===== src/verilog/pbmc_pkg.sv =====
package pbmc_pkg;

	localparam int           CLK_PERIOD_NS  = 10;
	localparam int           SRST_TIME_NS   = 1000;
	localparam int           SRST_CYCLES    =
		(SRST_TIME_NS + CLK_PERIOD_NS - 1) / CLK_PERIOD_NS;
	localparam int           LB_DEAD_TIME_US = 500;
	localparam int           LB_DEAD_CYCLES  =
		(LB_DEAD_TIME_US * 1000) / CLK_PERIOD_NS;
	localparam int           COL_ON_BIT_TIMES  = 512;
	localparam int           COL_OFF_BIT_TIMES = 4;

	localparam int           SRST_CNT_W     = 8;
	localparam int           DEAD_CNT_W     = 16;
	localparam logic [4:0]   ADDR_CTRL      = 5'h00;

	localparam int           BIT_RESET      = 15;
	localparam int           BIT_LOOPBACK   = 14;
	localparam int           BIT_SPEED      = 13;
	localparam int           BIT_AN_EN      = 12;
	localparam int           BIT_PDOWN      = 11;
	localparam int           BIT_ISOLATE    = 10;
	localparam int           BIT_RESTART    = 9;
	localparam int           BIT_DUPLEX     = 8;
	localparam int           BIT_COLTEST    = 7;

	typedef struct packed {
		logic       reset;
		logic       loopback;
		logic       speed_100;
		logic       an_enable;
		logic       power_down;
		logic       isolate;
		logic       an_restart;
		logic       full_duplex;
		logic       col_test;
		logic [6:0] unused;
	} pbmc_ctrl_t;

	localparam logic [15:0]  CTRL_RST_VAL   = 16'h2100;
	localparam logic [6:0]   RSVD_ZERO      = 7'h00;

	typedef struct packed {
		logic [3:0] data;
		logic       valid;
	} pbmc_nib_t;

endpackage : pbmc_pkg


===== src/verilog/pbmc_coltest.sv =====
`timescale 1ns/10ps
module pbmc_coltest
	import pbmc_pkg::*;
(
	input  wire logic mclk,      // 100 MHz clock
	input  wire logic nrst,      // async reset, active low
	input  wire logic col_test,  // collision test mode
	input  wire logic tx_en,     // synchronised transmit enable
	input  wire logic line_col,  // collision from the line side
	output logic      col_reg    // collision to the MAC
);

	logic col_next;

	always_comb begin
		col_next = col_test ? tx_en : line_col; // RULE12 RULE13
	end

	always_ff @(posedge mclk or negedge nrst) begin
		if (!nrst) begin
			col_reg <= 1'b0;
		end else begin
			col_reg <= col_next;
		end
	end

	// one bit time is one cycle at 100 Mb/s, so both limits are met
	AST_COL_ON: assert property (@(posedge mclk) disable iff (!nrst) // RULE12
		col_test && tx_en |=> col_reg)
		else $error("collision not raised in collision test");
	AST_COL_OFF: assert property (@(posedge mclk) disable iff (!nrst) // RULE13
		col_test && !tx_en |=> !col_reg)
		else $error("collision not dropped in collision test");
	COV_COL: cover property (@(posedge mclk) disable iff (!nrst)
		col_test && tx_en ##1 col_reg);

endmodule : pbmc_coltest


===== src/verilog/pbmc_top.sv =====
`timescale 1ns/10ps
// Summary of operation
// RULE1: writing one to bit 15 starts soft reset; reads one until finished
// RULE2: soft reset reloads the strap-derived settings as at power-up
// RULE3: loopback bit 14 returns MII transmit data into the receive path
// RULE4: after loopback is enabled receive data may be dead up to 500 us
// RULE5: with negotiation off, bit 13 selects 100 Mb/s or 10 Mb/s
// RULE6: negotiation enable bit 12 comes from a strap; set ignores 13 and 8
// RULE7: power down bit 11 stops the PHY; register access keeps working
// RULE8: isolate bit 10 cuts the port from MII; management still works
// RULE9: writing one to bit 9 restarts negotiation; ignored when disabled
// RULE10: restart reads one until negotiation begins; writing zero is harmless
// RULE11: with negotiation off, bit 8 selects full or half duplex
// RULE12: collision test bit 7 raises COL within 512 bit times of TX_EN
// RULE13: in collision test COL drops within 4 bit times of TX_EN falling
// RULE14: bits 6 to 0 ignore writes and read as zero
// RULE15: speed and duplex writes are kept while negotiation is enabled
module pbmc_top
	import pbmc_pkg::*;
#(
	parameter int LB_DEAD = LB_DEAD_CYCLES
) (
	input  wire logic        mclk,         // 100 MHz clock
	input  wire logic        nrst,         // async reset, active low
	input  wire logic        strap_an_en,  // negotiation enable strap pin
	input  wire logic        mgmt_wr_en,   // register write strobe
	input  wire logic        mgmt_rd_en,   // register read strobe
	input  wire logic [4:0]  mgmt_addr,    // register address
	input  wire logic [15:0] mgmt_wdata,   // register write data
	output logic      [15:0] mgmt_rdata,   // register read data
	input  wire logic        an_started,   // negotiation has begun, pulse
	input  wire logic        an_speed_100, // negotiated speed
	input  wire logic        an_full_dup,  // negotiated duplex
	input  wire logic [3:0]  mii_txd,      // MII transmit data pins
	input  wire logic        mii_tx_en,    // MII transmit enable pin
	input  wire logic [3:0]  line_rxd,     // receive data from line side
	input  wire logic        line_rx_dv,   // receive valid from line side
	input  wire logic        line_col,     // collision from line side
	output logic      [3:0]  mii_rxd,      // MII receive data
	output logic             mii_rx_dv,    // MII receive valid
	output logic             mii_col,      // MII collision
	output logic             mii_oe_n,     // MII output enable, low drives
	output logic      [3:0]  core_txd,     // transmit data to line side
	output logic             core_tx_en,   // transmit enable to line side
	output logic             core_reset,   // PHY core held in reset
	output logic             power_down,   // PHY powered down
	output logic             speed_100,    // active speed
	output logic             full_duplex,  // active duplex
	output logic             an_enable,    // negotiation enabled
	output logic             an_restart    // negotiation restart request
);

	pbmc_ctrl_t            ctrl_reg;
	pbmc_ctrl_t            ctrl_next;
	pbmc_ctrl_t            wr_view;
	logic [SRST_CNT_W-1:0] srst_cnt_reg;
	logic [SRST_CNT_W-1:0] srst_cnt_next;
	logic [DEAD_CNT_W-1:0] dead_cnt_reg;
	logic [DEAD_CNT_W-1:0] dead_cnt_next;
	logic                  lb_prev_reg;
	logic [1:0]            strap_sync_reg;
	pbmc_nib_t             tx_meta_reg;
	pbmc_nib_t             tx_sync_reg;
	pbmc_nib_t             rx_next;
	logic                  srst_busy;
	logic                  wr_hit;
	logic                  rd_hit;

	function automatic logic ctrl_hit(input logic [4:0] a);
		ctrl_hit = (a == ADDR_CTRL);
	endfunction : ctrl_hit

	assign wr_hit    = mgmt_wr_en && ctrl_hit(mgmt_addr);
	assign rd_hit    = mgmt_rd_en && ctrl_hit(mgmt_addr);
	assign srst_busy = (srst_cnt_reg != '0);
	assign wr_view   = pbmc_ctrl_t'(mgmt_wdata);

	// pin inputs pass two flip-flops before use
	always_ff @(posedge mclk or negedge nrst) begin
		if (!nrst) begin
			strap_sync_reg <= 2'h0;
			tx_meta_reg    <= '0;
			tx_sync_reg    <= '0;
		end else begin
			strap_sync_reg <= {strap_sync_reg[0], strap_an_en};
			tx_meta_reg    <= '{data: mii_txd, valid: mii_tx_en};
			tx_sync_reg    <= tx_meta_reg;
		end
	end

	// reset process; hardware reset also runs it to catch the strap
	always_comb begin
		srst_cnt_next = srst_cnt_reg;
		if (srst_busy) begin
			srst_cnt_next = srst_cnt_reg - 1'b1;
		end else if (wr_hit && wr_view.reset) begin
			srst_cnt_next = SRST_CNT_W'(SRST_CYCLES); // RULE1
		end
	end

	always_ff @(posedge mclk or negedge nrst) begin
		if (!nrst) begin
			srst_cnt_reg <= SRST_CNT_W'(SRST_CYCLES);
		end else begin
			srst_cnt_reg <= srst_cnt_next;
		end
	end

	always_comb begin
		ctrl_next       = ctrl_reg;
		ctrl_next.reset = srst_busy; // RULE1
		if (srst_cnt_reg == SRST_CNT_W'(1)) begin
			ctrl_next           = pbmc_ctrl_t'(CTRL_RST_VAL);
			ctrl_next.an_enable = strap_sync_reg[1]; // RULE2 RULE6
		end else if (wr_hit && !srst_busy && !wr_view.reset) begin
			ctrl_next.loopback    = wr_view.loopback; // RULE3
			ctrl_next.speed_100   = wr_view.speed_100; // RULE5 RULE15
			ctrl_next.an_enable   = wr_view.an_enable;
			ctrl_next.power_down  = wr_view.power_down; // RULE7
			ctrl_next.isolate     = wr_view.isolate; // RULE8
			ctrl_next.full_duplex = wr_view.full_duplex; // RULE11 RULE15
			ctrl_next.col_test    = wr_view.col_test;
		end else if (wr_hit && !srst_busy) begin
			ctrl_next.reset = 1'b1; // RULE1
		end
		if (an_started) begin
			ctrl_next.an_restart = 1'b0; // RULE10
		end
		if (wr_hit && !srst_busy && !wr_view.reset && wr_view.an_restart
				&& wr_view.an_enable) begin
			ctrl_next.an_restart = 1'b1; // RULE9
		end
		if (!ctrl_next.an_enable) begin
			ctrl_next.an_restart = 1'b0; // RULE9
		end
		ctrl_next.unused = RSVD_ZERO; // RULE14
	end

	always_ff @(posedge mclk or negedge nrst) begin
		if (!nrst) begin
			ctrl_reg <= pbmc_ctrl_t'(CTRL_RST_VAL);
		end else begin
			ctrl_reg <= ctrl_next;
		end
	end

	// receive dead window after loopback turns on
	always_comb begin
		dead_cnt_next = dead_cnt_reg;
		if (ctrl_reg.loopback && !lb_prev_reg) begin
			dead_cnt_next = DEAD_CNT_W'(LB_DEAD); // RULE4
		end else if (dead_cnt_reg != '0) begin
			dead_cnt_next = dead_cnt_reg - 1'b1;
		end
	end

	always_ff @(posedge mclk or negedge nrst) begin
		if (!nrst) begin
			dead_cnt_reg <= '0;
			lb_prev_reg  <= 1'b0;
		end else begin
			dead_cnt_reg <= dead_cnt_next;
			lb_prev_reg  <= ctrl_reg.loopback;
		end
	end

	always_comb begin
		rx_next = '{data: line_rxd, valid: line_rx_dv};
		if (ctrl_reg.loopback) begin
			rx_next = tx_sync_reg; // RULE3
			if (dead_cnt_reg != '0 || !lb_prev_reg) begin
				rx_next = '0; // RULE4
			end
		end
		if (ctrl_reg.isolate || ctrl_reg.power_down || srst_busy) begin
			rx_next = '0; // RULE7 RULE8
		end
	end

	always_ff @(posedge mclk or negedge nrst) begin
		if (!nrst) begin
			mii_rxd    <= 4'h0;
			mii_rx_dv  <= 1'b0;
			mii_oe_n   <= 1'b1;
			core_txd   <= 4'h0;
			core_tx_en <= 1'b0;
		end else begin
			mii_rxd    <= rx_next.data;
			mii_rx_dv  <= rx_next.valid;
			mii_oe_n   <= ctrl_reg.isolate; // RULE8
			core_txd   <= tx_sync_reg.data;
			core_tx_en <= tx_sync_reg.valid && !ctrl_reg.loopback
				&& !ctrl_reg.isolate && !ctrl_reg.power_down; // RULE7 RULE8
		end
	end

	always_ff @(posedge mclk or negedge nrst) begin
		if (!nrst) begin
			speed_100   <= 1'b0;
			full_duplex <= 1'b0;
		end else begin
			speed_100   <= ctrl_reg.an_enable ? an_speed_100
				: ctrl_reg.speed_100; // RULE5 RULE6
			full_duplex <= ctrl_reg.an_enable ? an_full_dup
				: ctrl_reg.full_duplex; // RULE11 RULE6
		end
	end

	// management reads never stall, even in power down
	always_ff @(posedge mclk or negedge nrst) begin
		if (!nrst) begin
			mgmt_rdata <= 16'h0000;
		end else if (rd_hit) begin
			mgmt_rdata <= {ctrl_reg[15:7], RSVD_ZERO}; // RULE7 RULE14
		end else if (mgmt_rd_en) begin
			mgmt_rdata <= 16'h0000;
		end
	end

	assign core_reset = srst_busy;
	assign power_down = ctrl_reg.power_down;
	assign an_enable  = ctrl_reg.an_enable;
	assign an_restart = ctrl_reg.an_restart;

	pbmc_coltest u_coltest (
		.mclk     (mclk),
		.nrst     (nrst),
		.col_test (ctrl_reg.col_test),
		.tx_en    (tx_sync_reg.valid),
		.line_col (line_col),
		.col_reg  (mii_col)
	);

	AST_SRST_HOLD: assert property (@(posedge mclk) disable iff (!nrst) // RULE1
		wr_hit && mgmt_wdata[BIT_RESET] && !srst_busy
		|=> (ctrl_reg.reset && core_reset)[*8])
		else $error("soft reset bit not held while reset runs");
	AST_SRST_RESTRAP: assert property (@(posedge mclk) disable iff (!nrst) // RULE2
		srst_cnt_reg == SRST_CNT_W'(1)
		|=> an_enable == $past(strap_sync_reg[1]) && !ctrl_reg.reset)
		else $error("strap not reloaded at end of reset");
	AST_LB_ROUTE: assert property (@(posedge mclk) disable iff (!nrst) // RULE3
		ctrl_reg.loopback && lb_prev_reg && dead_cnt_reg == '0
		&& !ctrl_reg.isolate && !ctrl_reg.power_down && !srst_busy
		|=> mii_rx_dv == $past(tx_sync_reg.valid))
		else $error("loopback data not returned");
	AST_LB_DEAD: assert property (@(posedge mclk) disable iff (!nrst) // RULE4
		$rose(ctrl_reg.loopback) |=> (!mii_rx_dv)[*8])
		else $error("receive valid during loopback dead time");
	AST_SPEED_FORCED: assert property (@(posedge mclk) disable iff (!nrst) // RULE5
		!ctrl_reg.an_enable |=> speed_100 == $past(ctrl_reg.speed_100))
		else $error("forced speed not applied");
	AST_AN_IGNORES: assert property (@(posedge mclk) disable iff (!nrst) // RULE6
		ctrl_reg.an_enable |=> speed_100 == $past(an_speed_100)
		&& full_duplex == $past(an_full_dup))
		else $error("negotiated result not applied");
	AST_PDOWN: assert property (@(posedge mclk) disable iff (!nrst) // RULE7
		ctrl_reg.power_down |=> !core_tx_en && !mii_rx_dv)
		else $error("traffic during power down");
	AST_ISOLATE: assert property (@(posedge mclk) disable iff (!nrst) // RULE8
		ctrl_reg.isolate |=> mii_oe_n && !mii_rx_dv && !core_tx_en)
		else $error("port not isolated");
	AST_RESTART_IGN: assert property (@(posedge mclk) disable iff (!nrst) // RULE9
		wr_hit && !srst_busy && !mgmt_wdata[BIT_AN_EN]
		&& !mgmt_wdata[BIT_RESET] |=> !an_restart)
		else $error("restart taken with negotiation disabled");
	AST_RESTART_HOLD: assert property (@(posedge mclk) disable iff (!nrst) // RULE10
		an_restart && !an_started && an_enable && !srst_busy
		&& !(wr_hit && (!mgmt_wdata[BIT_AN_EN] || mgmt_wdata[BIT_RESET]))
		|=> an_restart)
		else $error("restart cleared before negotiation began");
	AST_DUPLEX_FORCED: assert property (@(posedge mclk) disable iff (!nrst) // RULE11
		!ctrl_reg.an_enable |=> full_duplex == $past(ctrl_reg.full_duplex))
		else $error("forced duplex not applied");
	AST_RSVD_ZERO: assert property (@(posedge mclk) disable iff (!nrst) // RULE14
		rd_hit |=> mgmt_rdata[6:0] == RSVD_ZERO)
		else $error("reserved bits read nonzero");
	AST_KEEP_FORCED: assert property (@(posedge mclk) disable iff (!nrst) // RULE15
		wr_hit && !srst_busy && !mgmt_wdata[BIT_RESET]
		|=> ctrl_reg.speed_100 == $past(mgmt_wdata[BIT_SPEED])
		&& ctrl_reg.full_duplex == $past(mgmt_wdata[BIT_DUPLEX]))
		else $error("speed or duplex write lost");

	COV_SRST: cover property (@(posedge mclk) disable iff (!nrst)
		wr_hit && mgmt_wdata[BIT_RESET] && !srst_busy);
	COV_LB: cover property (@(posedge mclk) disable iff (!nrst)
		ctrl_reg.loopback && mii_rx_dv);
	COV_RESTART: cover property (@(posedge mclk) disable iff (!nrst)
		an_restart ##1 an_started ##1 !an_restart);
	COV_ISO: cover property (@(posedge mclk) disable iff (!nrst)
		ctrl_reg.isolate && mii_oe_n);

endmodule : pbmc_top


===== config.mk =====
export PLATFORM = sky130hd
export DESIGN_NAME = pbmc_top
export DESIGN_NICKNAME = d
export VERILOG_FILES = /design/src/verilog/pbmc_pkg.sv /design/src/verilog/pbmc_coltest.sv /design/src/verilog/pbmc_top.sv
export SDC_FILE = /design/constraint.sdc
export NUM_CORES = 1
export LEC_CHECK = 0
export ABC_AREA = 1
export BUFFER_PORTS_ARGS = -buffer_cell sky130_fd_sc_hd__buf_2
export CAP_MARGIN = 5
export CORE_ASPECT_RATIO = 0.7
export CORE_MARGIN = 4
export CORE_UTILIZATION = 55
export CTS_BUF_LIST = sky130_fd_sc_hd__clkbuf_4
export DETAILED_ROUTE_END_ITERATION = 8
export GPL_TIMING_DRIVEN = 0
export PLACE_DENSITY_LB_ADDON = 0.25
export SLEW_MARGIN = 20
export SYNTH_ARGS = -nofsm -noshare
export SYNTH_HDL_FRONTEND = slang
export SYNTH_SLANG_ARGS = --single-unit
export TNS_END_PERCENT = 10

===== constraint.sdc =====
create_clock -name mclk -period 1.95 [get_ports mclk]
set_input_delay 0.195 -clock mclk [delete_from_list [all_inputs] [get_ports mclk]]
set_output_delay 0.195 -clock mclk [all_outputs]
set_load 0.02 [all_outputs]

==> reports/results.ini, run 1 <==
[status]
status=finished clean

[clock_network]
cts_buffers=9
clk_pin_slew_ps=100
cts.sink_count=69
root_buffer=clkbuf_4
cts.htree.levels=3
post_cts_buffers=0
insertion_delay_ps=390
cts_buffer_depth=2
cts-resized-gates=0
cts_tree=yes

[critical_path]
critPathCaptureType=output port
required_ps=1750
start_kind=flip-flop
cp_data_arrival_time_ps=1610
crit_type=flip-flop to output port
worstPathMaxFanout=8

[detailed_routing]
routed_wirelength_mm=6.48
dr_total_vias=2396
vias_per_cell=4.94
drc_errors=0
first_pass_iters=4
wl_per_cell_microns=13.4
ant_nets=0
drt_first_iter_violations=171

[die]
fp.dieH_microns=70.2
start_util_pct=57.3
fp.dieArea_sq_um=6810
chipWidth_microns=96.9
io-pin-count=74
core-area_sq_um=5310
num_rows=22

[grt]
antenna_found_initial=0
grt_busiest_layer=met2
grt_use_met3_pct=6.59
grt_pass1_vias=2313
gr-usage-all-layers_pct=20.1
grt_start_max_net_pins=57
grt_pass1_wl_mm=10.9
grt.overflow.total=0
grt_use_met1_pct=27.9
use_met2_pct=29.4

[timing]
final-setup-viol-count=0
rsz0062_at_grt=false
fin_crit_sh_pct=92.6
fin_crit_ps=1810
timing.fmax_mhz=554
hold_viol=0
drv_slew=0
setup-tns-final_ps=0
skew_ps=10.3

[logic_synthesis]
yosysSeqAreaShare_pct=57.0
ys_seq_elements=69
synth_cell_types=31
yosysWarnings=0
synth_area_per_cell_sq_um=9.45
syn_area_sq_um=3040
netlist_instances=322

[final_layout]
finalInstanceArea_sq_um=3710
largest_reg_flops=16
final_nets=453
drive_gt1_share_pct=26.6
syn_to_final_growth_pct=21.9
antenna_cells=0
layout_common_cells=dfrtp_1, buf_2, inv_1
layout_commonest_cell=dfrtp_1

[power_and_ir_drop]
leakage_nw=1.91
power_density_nw_per_um2=1130
vdd_ir_drop_max_mv=0.692
power.total_mw=4.21

[placement]
gp_congestion=0.951
port_buffers=58
dp_hpwl_mm=4.82
postPlaceCellArea_sq_um=3480

[hold_path]
hp-class=input port to flip-flop

[run]
max-cap-violations=0

-- per-stage QoR --
stage	instances	setup slack (ps)	hold WS [ps]	util (%)
detailed placement	459	326	59.7	65.4
floorplan	328	528	-101	-
CTS	485	85.2	1.30	69.9
global route	485	11.2	14.9	69.9
finish	485	144	26.4	69.9
global placement	458	386	302	64.9
-- repair_timing --
action / in CTS / in global routing
hold buffers: 10 / 0
setup endpoints to repair: 0 / 1
hold endpoints to repair: 72 / 0
-- synth_stat cells (all sizes together) --
library cell / instances / area (sq um)
a211oi: 2 / 15.0
a21oi: 11 / 55.1
buf: 9 / 62.6
conb: 1 / 3.75
dfrtp: 63 / 1580
dfstp: 6 / 158
ha: 5 / 62.6
inv: 53 / 201
nand2: 45 / 181
nand3: 21 / 115
nand4: 4 / 25.0
nor2: 45 / 223
nor3: 9 / 56.3
o211ai: 2 / 15.0
o21a: 2 / 15.0
o21ai: 21 / 105
o22ai: 10 / 62.6
o31ai: 2 / 15.0
xnor2: 3 / 26.3
xor2: 8 / 70.1
-- worst max-delay path, cell delays in order, from the launching register on --
cell and delay, ps:
dfrtp_1 410, inv_1 120, ha_1 200, nand2_2 100
nor2_8 160, inv_4 80, buf_2 160
-- where the power goes --
part,internal (mW),switching [mW]
clock network,0.413,0.466
registers,1.78,0.272
logic,0.496,0.786
-- path summary, 6_finish.rpt --
kind	from	to	slack [ps]	depth (start not counted)
setup / recovery	srst_cnt_reg[0]	core_reset	140	6
hold / removal	mgmt_wdata[11]	power_down	30	3
setup reg to reg	dead_cnt_reg[0]	dead_cnt_reg[14]	290	7
hold reg to reg	tx_meta_reg[2]	tx_sync_reg[2]	360	0
max in group asynchronous	nrst	srst_cnt_reg[6]	1190	3
min in group asynchronous	nrst	mgmt_rdata[9]	190	2
-- layer usage --
layer,share of wire (%),up-vias
met2,45,93
met5,0,-
met1,46,1098
li1,-,1197
met4,1.6,0
met3,8.1,8
-- layout make-up --
cell class / count / area, sq um
Buffer: 9 / 62.6
Clock buffer: 11 / 82.6
Timing Repair Buffer: 69 / 420
Tap cell: 72 / 90.1
Inverter: 53 / 201
Multi-Input combinational cell: 197 / 1070
Sequential cell: 69 / 1730
Clock inverter: 5 / 51.3
Fill cell: 421 / 1600
-- logic make-up after synthesis --
kind of cell	count (synthesis)	synth area share (%)
flops	69	57.0
compound gates	50	9.29
xor+xnor	11	3.17
buf+inv	62	8.67
fa+ha+maj	5	2.06
other cells	1	0.123
simple gates	124	19.7
Note: power is estimated with default switching activity, not from simulation.
==> inputs of run 2 (changes only) <==
--- a/config.mk
+++ b/config.mk
@@ -10,7 +10,7 @@
 export CAP_MARGIN = 5
 export CORE_ASPECT_RATIO = 0.7
 export CORE_MARGIN = 4
-export CORE_UTILIZATION = 55
+export CORE_UTILIZATION = 59
 export CTS_BUF_LIST = sky130_fd_sc_hd__clkbuf_4
 export DETAILED_ROUTE_END_ITERATION = 8
 export GPL_TIMING_DRIVEN = 0
==> constraint.sdc (replaced) <==
create_clock -name mclk -period 2.1 [get_ports mclk]
set_input_delay 0.21 -clock mclk [delete_from_list [all_inputs] [get_ports mclk]]
set_output_delay 0.21 -clock mclk [all_outputs]
set_load 0.02 [all_outputs]
==> run 2 against run 1 <==
Global-route usage is 3.5 points higher. Design area decreased by 1.4%. Core utilization rose by 5.0 points. Clock power down 21%. Power decreased by 10%. Clock-buffer cell count is 1 higher. Flip-flop and latch count unchanged. Wire length up 2.0%. Cell count down 1.2%. Highest routed layer unchanged.
==> reports/results.ini, run 2 (synthesis results as in run 1) <==
[power_and_ir_drop]
p_sw_share_pct=37.1  ; was 36.2%
power.total_mw=3.79  ; was 4.21 mW
leakage_nw=1.89  ; was 1.91 nW
vdd_ir_drop_max_mv=0.696  ; was 0.692 mV
clockPowerShare_pct=18.3  ; was 20.9%
power_density_nw_per_um2=1040  ; was 1130 nW/um^2
seqPwrFrac_pct=50.6  ; was 48.7%
netSwitchingPower_mw=1.41  ; was 1.52 mW
p_comb_share_pct=31.1  ; was 30.4%
p_int_mw=2.38  ; was 2.69 mW

[clock_network]
cts.htree.levels=3  ; unchanged
cts-resized-gates=0  ; unchanged
root_buffer=clkbuf_4  ; unchanged
cts_buffer_depth=2  ; unchanged
cts.sink_count=69  ; unchanged
cts_tree=yes  ; unchanged
clk_pin_slew_ps=110  ; was 100 ps
insertion_delay_ps=390  ; about the same
cts_buffers=9  ; unchanged
hold_buffers=8  ; was 10
post_cts_buffers=0  ; unchanged

[die]
fp.dieH_microns=68.1  ; was 70.2 microns
start_util_pct=62.3  ; was 57.3%
core-area_sq_um=4890  ; was 5310 sq um
io-pin-count=74  ; unchanged
num_rows=21  ; was 22
fp.dieArea_sq_um=6390  ; was 6810 sq um
chipWidth_microns=93.9  ; was 96.9 microns

[hold_path]
hold_depth=3  ; unchanged
hp-class=input port to flip-flop  ; unchanged

[detailed_routing]
routed_wirelength_mm=6.61  ; was 6.48 mm
vias_per_cell=5.07  ; was 4.94
drt_first_iter_violations=211  ; was 171
first_pass_iters=4  ; unchanged
wl_per_cell_microns=13.8  ; was 13.4 microns
ant_nets=0  ; unchanged
drc_errors=0  ; unchanged
dr_total_vias=2428  ; was 2396

[timing]
fin_crit_sh_pct=88.9
timing.fmax_mhz=535
hold_viol=0  ; unchanged
final-setup-viol-count=0  ; unchanged
drv_slew=0  ; unchanged
holdWs_ps=39.6  ; was 26.4 ps
fin_crit_ps=1870
setup-tns-final_ps=0  ; unchanged
rsz0062_at_grt=false  ; unchanged
skew_ps=15.6  ; was 10.3 ps

[grt]
grt_pass1_wl_mm=11.3  ; was 10.9 mm
antenna_found_initial=0  ; unchanged
gr-usage-all-layers_pct=23.6  ; was 20.1%
grt.overflow.total=0  ; unchanged
grt_start_max_net_pins=54  ; was 57
grt_pass1_vias=2431  ; was 2313

[placement]
gp_congestion=0.874  ; was 0.951
dp_hpwl_mm=4.93  ; was 4.82 mm
postPlaceCellArea_sq_um=3470  ; was 3480 sq um
port_buffers=58  ; unchanged

[final_layout]
syn_to_final_growth_pct=20.1  ; was 21.9%
layout_commonest_cell=dfrtp_1  ; unchanged
layout_common_cells=dfrtp_1, buf_2, inv_1  ; unchanged
finalInstanceArea_sq_um=3660  ; was 3710 sq um
drive_gt1_share_pct=26.8  ; was 26.6%
antenna_cells=0  ; unchanged
final_nets=451  ; was 453
largest_reg_flops=16  ; unchanged

[critical_path]
cp_data_arrival_time_ps=1660  ; was 1610 ps
crit_type=flip-flop to output port  ; unchanged
cp_num_buf_inv=3  ; unchanged
slowest_delay_ps=420  ; was 410 ps
required_ps=1890  ; was 1750 ps
rrSetupSlack_ps=420  ; was 290 ps
start_kind=flip-flop  ; unchanged
worstPathMaxFanout=8  ; unchanged
critPathTopFamily=flip-flops  ; unchanged
worst-path-stages=6  ; unchanged
crit_chain=inv_1 > ha_1 > nand2_2 > nor2_8 > inv_4 > buf_2  ; unchanged
rr_worst_depth=9  ; was 7
cp_slowest_cell=dfrtp_1  ; unchanged
critPathCaptureType=output port  ; unchanged

[status]
status=finished clean  ; unchanged

[run]
max-cap-violations=0  ; unchanged

run 2: per-stage QoR:
stage               util (%)  worst slack (ps)  std cells
floorplan                  -               678        328
global placement        70.5               523        455
detailed placement      71.1               487        456
CTS                     74.8               212        479
global route            74.8               149        479
finish                  74.8               232        479
run 2: path summary, 6_finish.rpt:
check                                start               end
setup / recovery           srst_cnt_reg[0]        core_reset
hold / removal                 an_full_dup       full_duplex
setup reg to reg           srst_cnt_reg[0]      ctrl_reg[13]
hold reg to reg             tx_meta_reg[4]    tx_sync_reg[4]
max in group asynchronous             nrst   srst_cnt_reg[6]
min in group asynchronous             nrst  dead_cnt_reg[14]
run 2: layout make-up:
class                           instances  area, sq um
Buffer                                  9         62.6
Clock buffer                           12         90.1
Clock inverter                          3         13.8
Fill cell                             365         1230
Inverter                               53          201
Multi-Input combinational cell        197         1070
Sequential cell                        69         1730
Tap cell                               69         86.3
Timing Repair Buffer                   67          400
run 2: tightest hold or removal path: stages:
cell and delay [ps]:
buf_2 70, nand2_1 50, o21ai_0 60
run 2: power groups by stage:
stage / combinational, mW / clock [mW] / sequential [mW]
after floorplan: 0.836 / 0 / 1.93
after detailed placement: 1.16 / 0 / 1.94
final: 1.18 / 0.693 / 1.92
after global placement: 1.10 / 0 / 1.92
after CTS: 1.18 / 0.715 / 1.91
after global routing: 1.36 / 0.772 / 1.96
run 2: per-layer routing:
| layer | global-route usage, % | wire length [microns] |
|---|---|---|
| met5 | 0 | 0 |
| met2 | 38.5 | 3050 |
| met4 | 6.67 | 27 |
| met3 | 7.14 | 596 |
| met1 | 31.2 | 2930 |
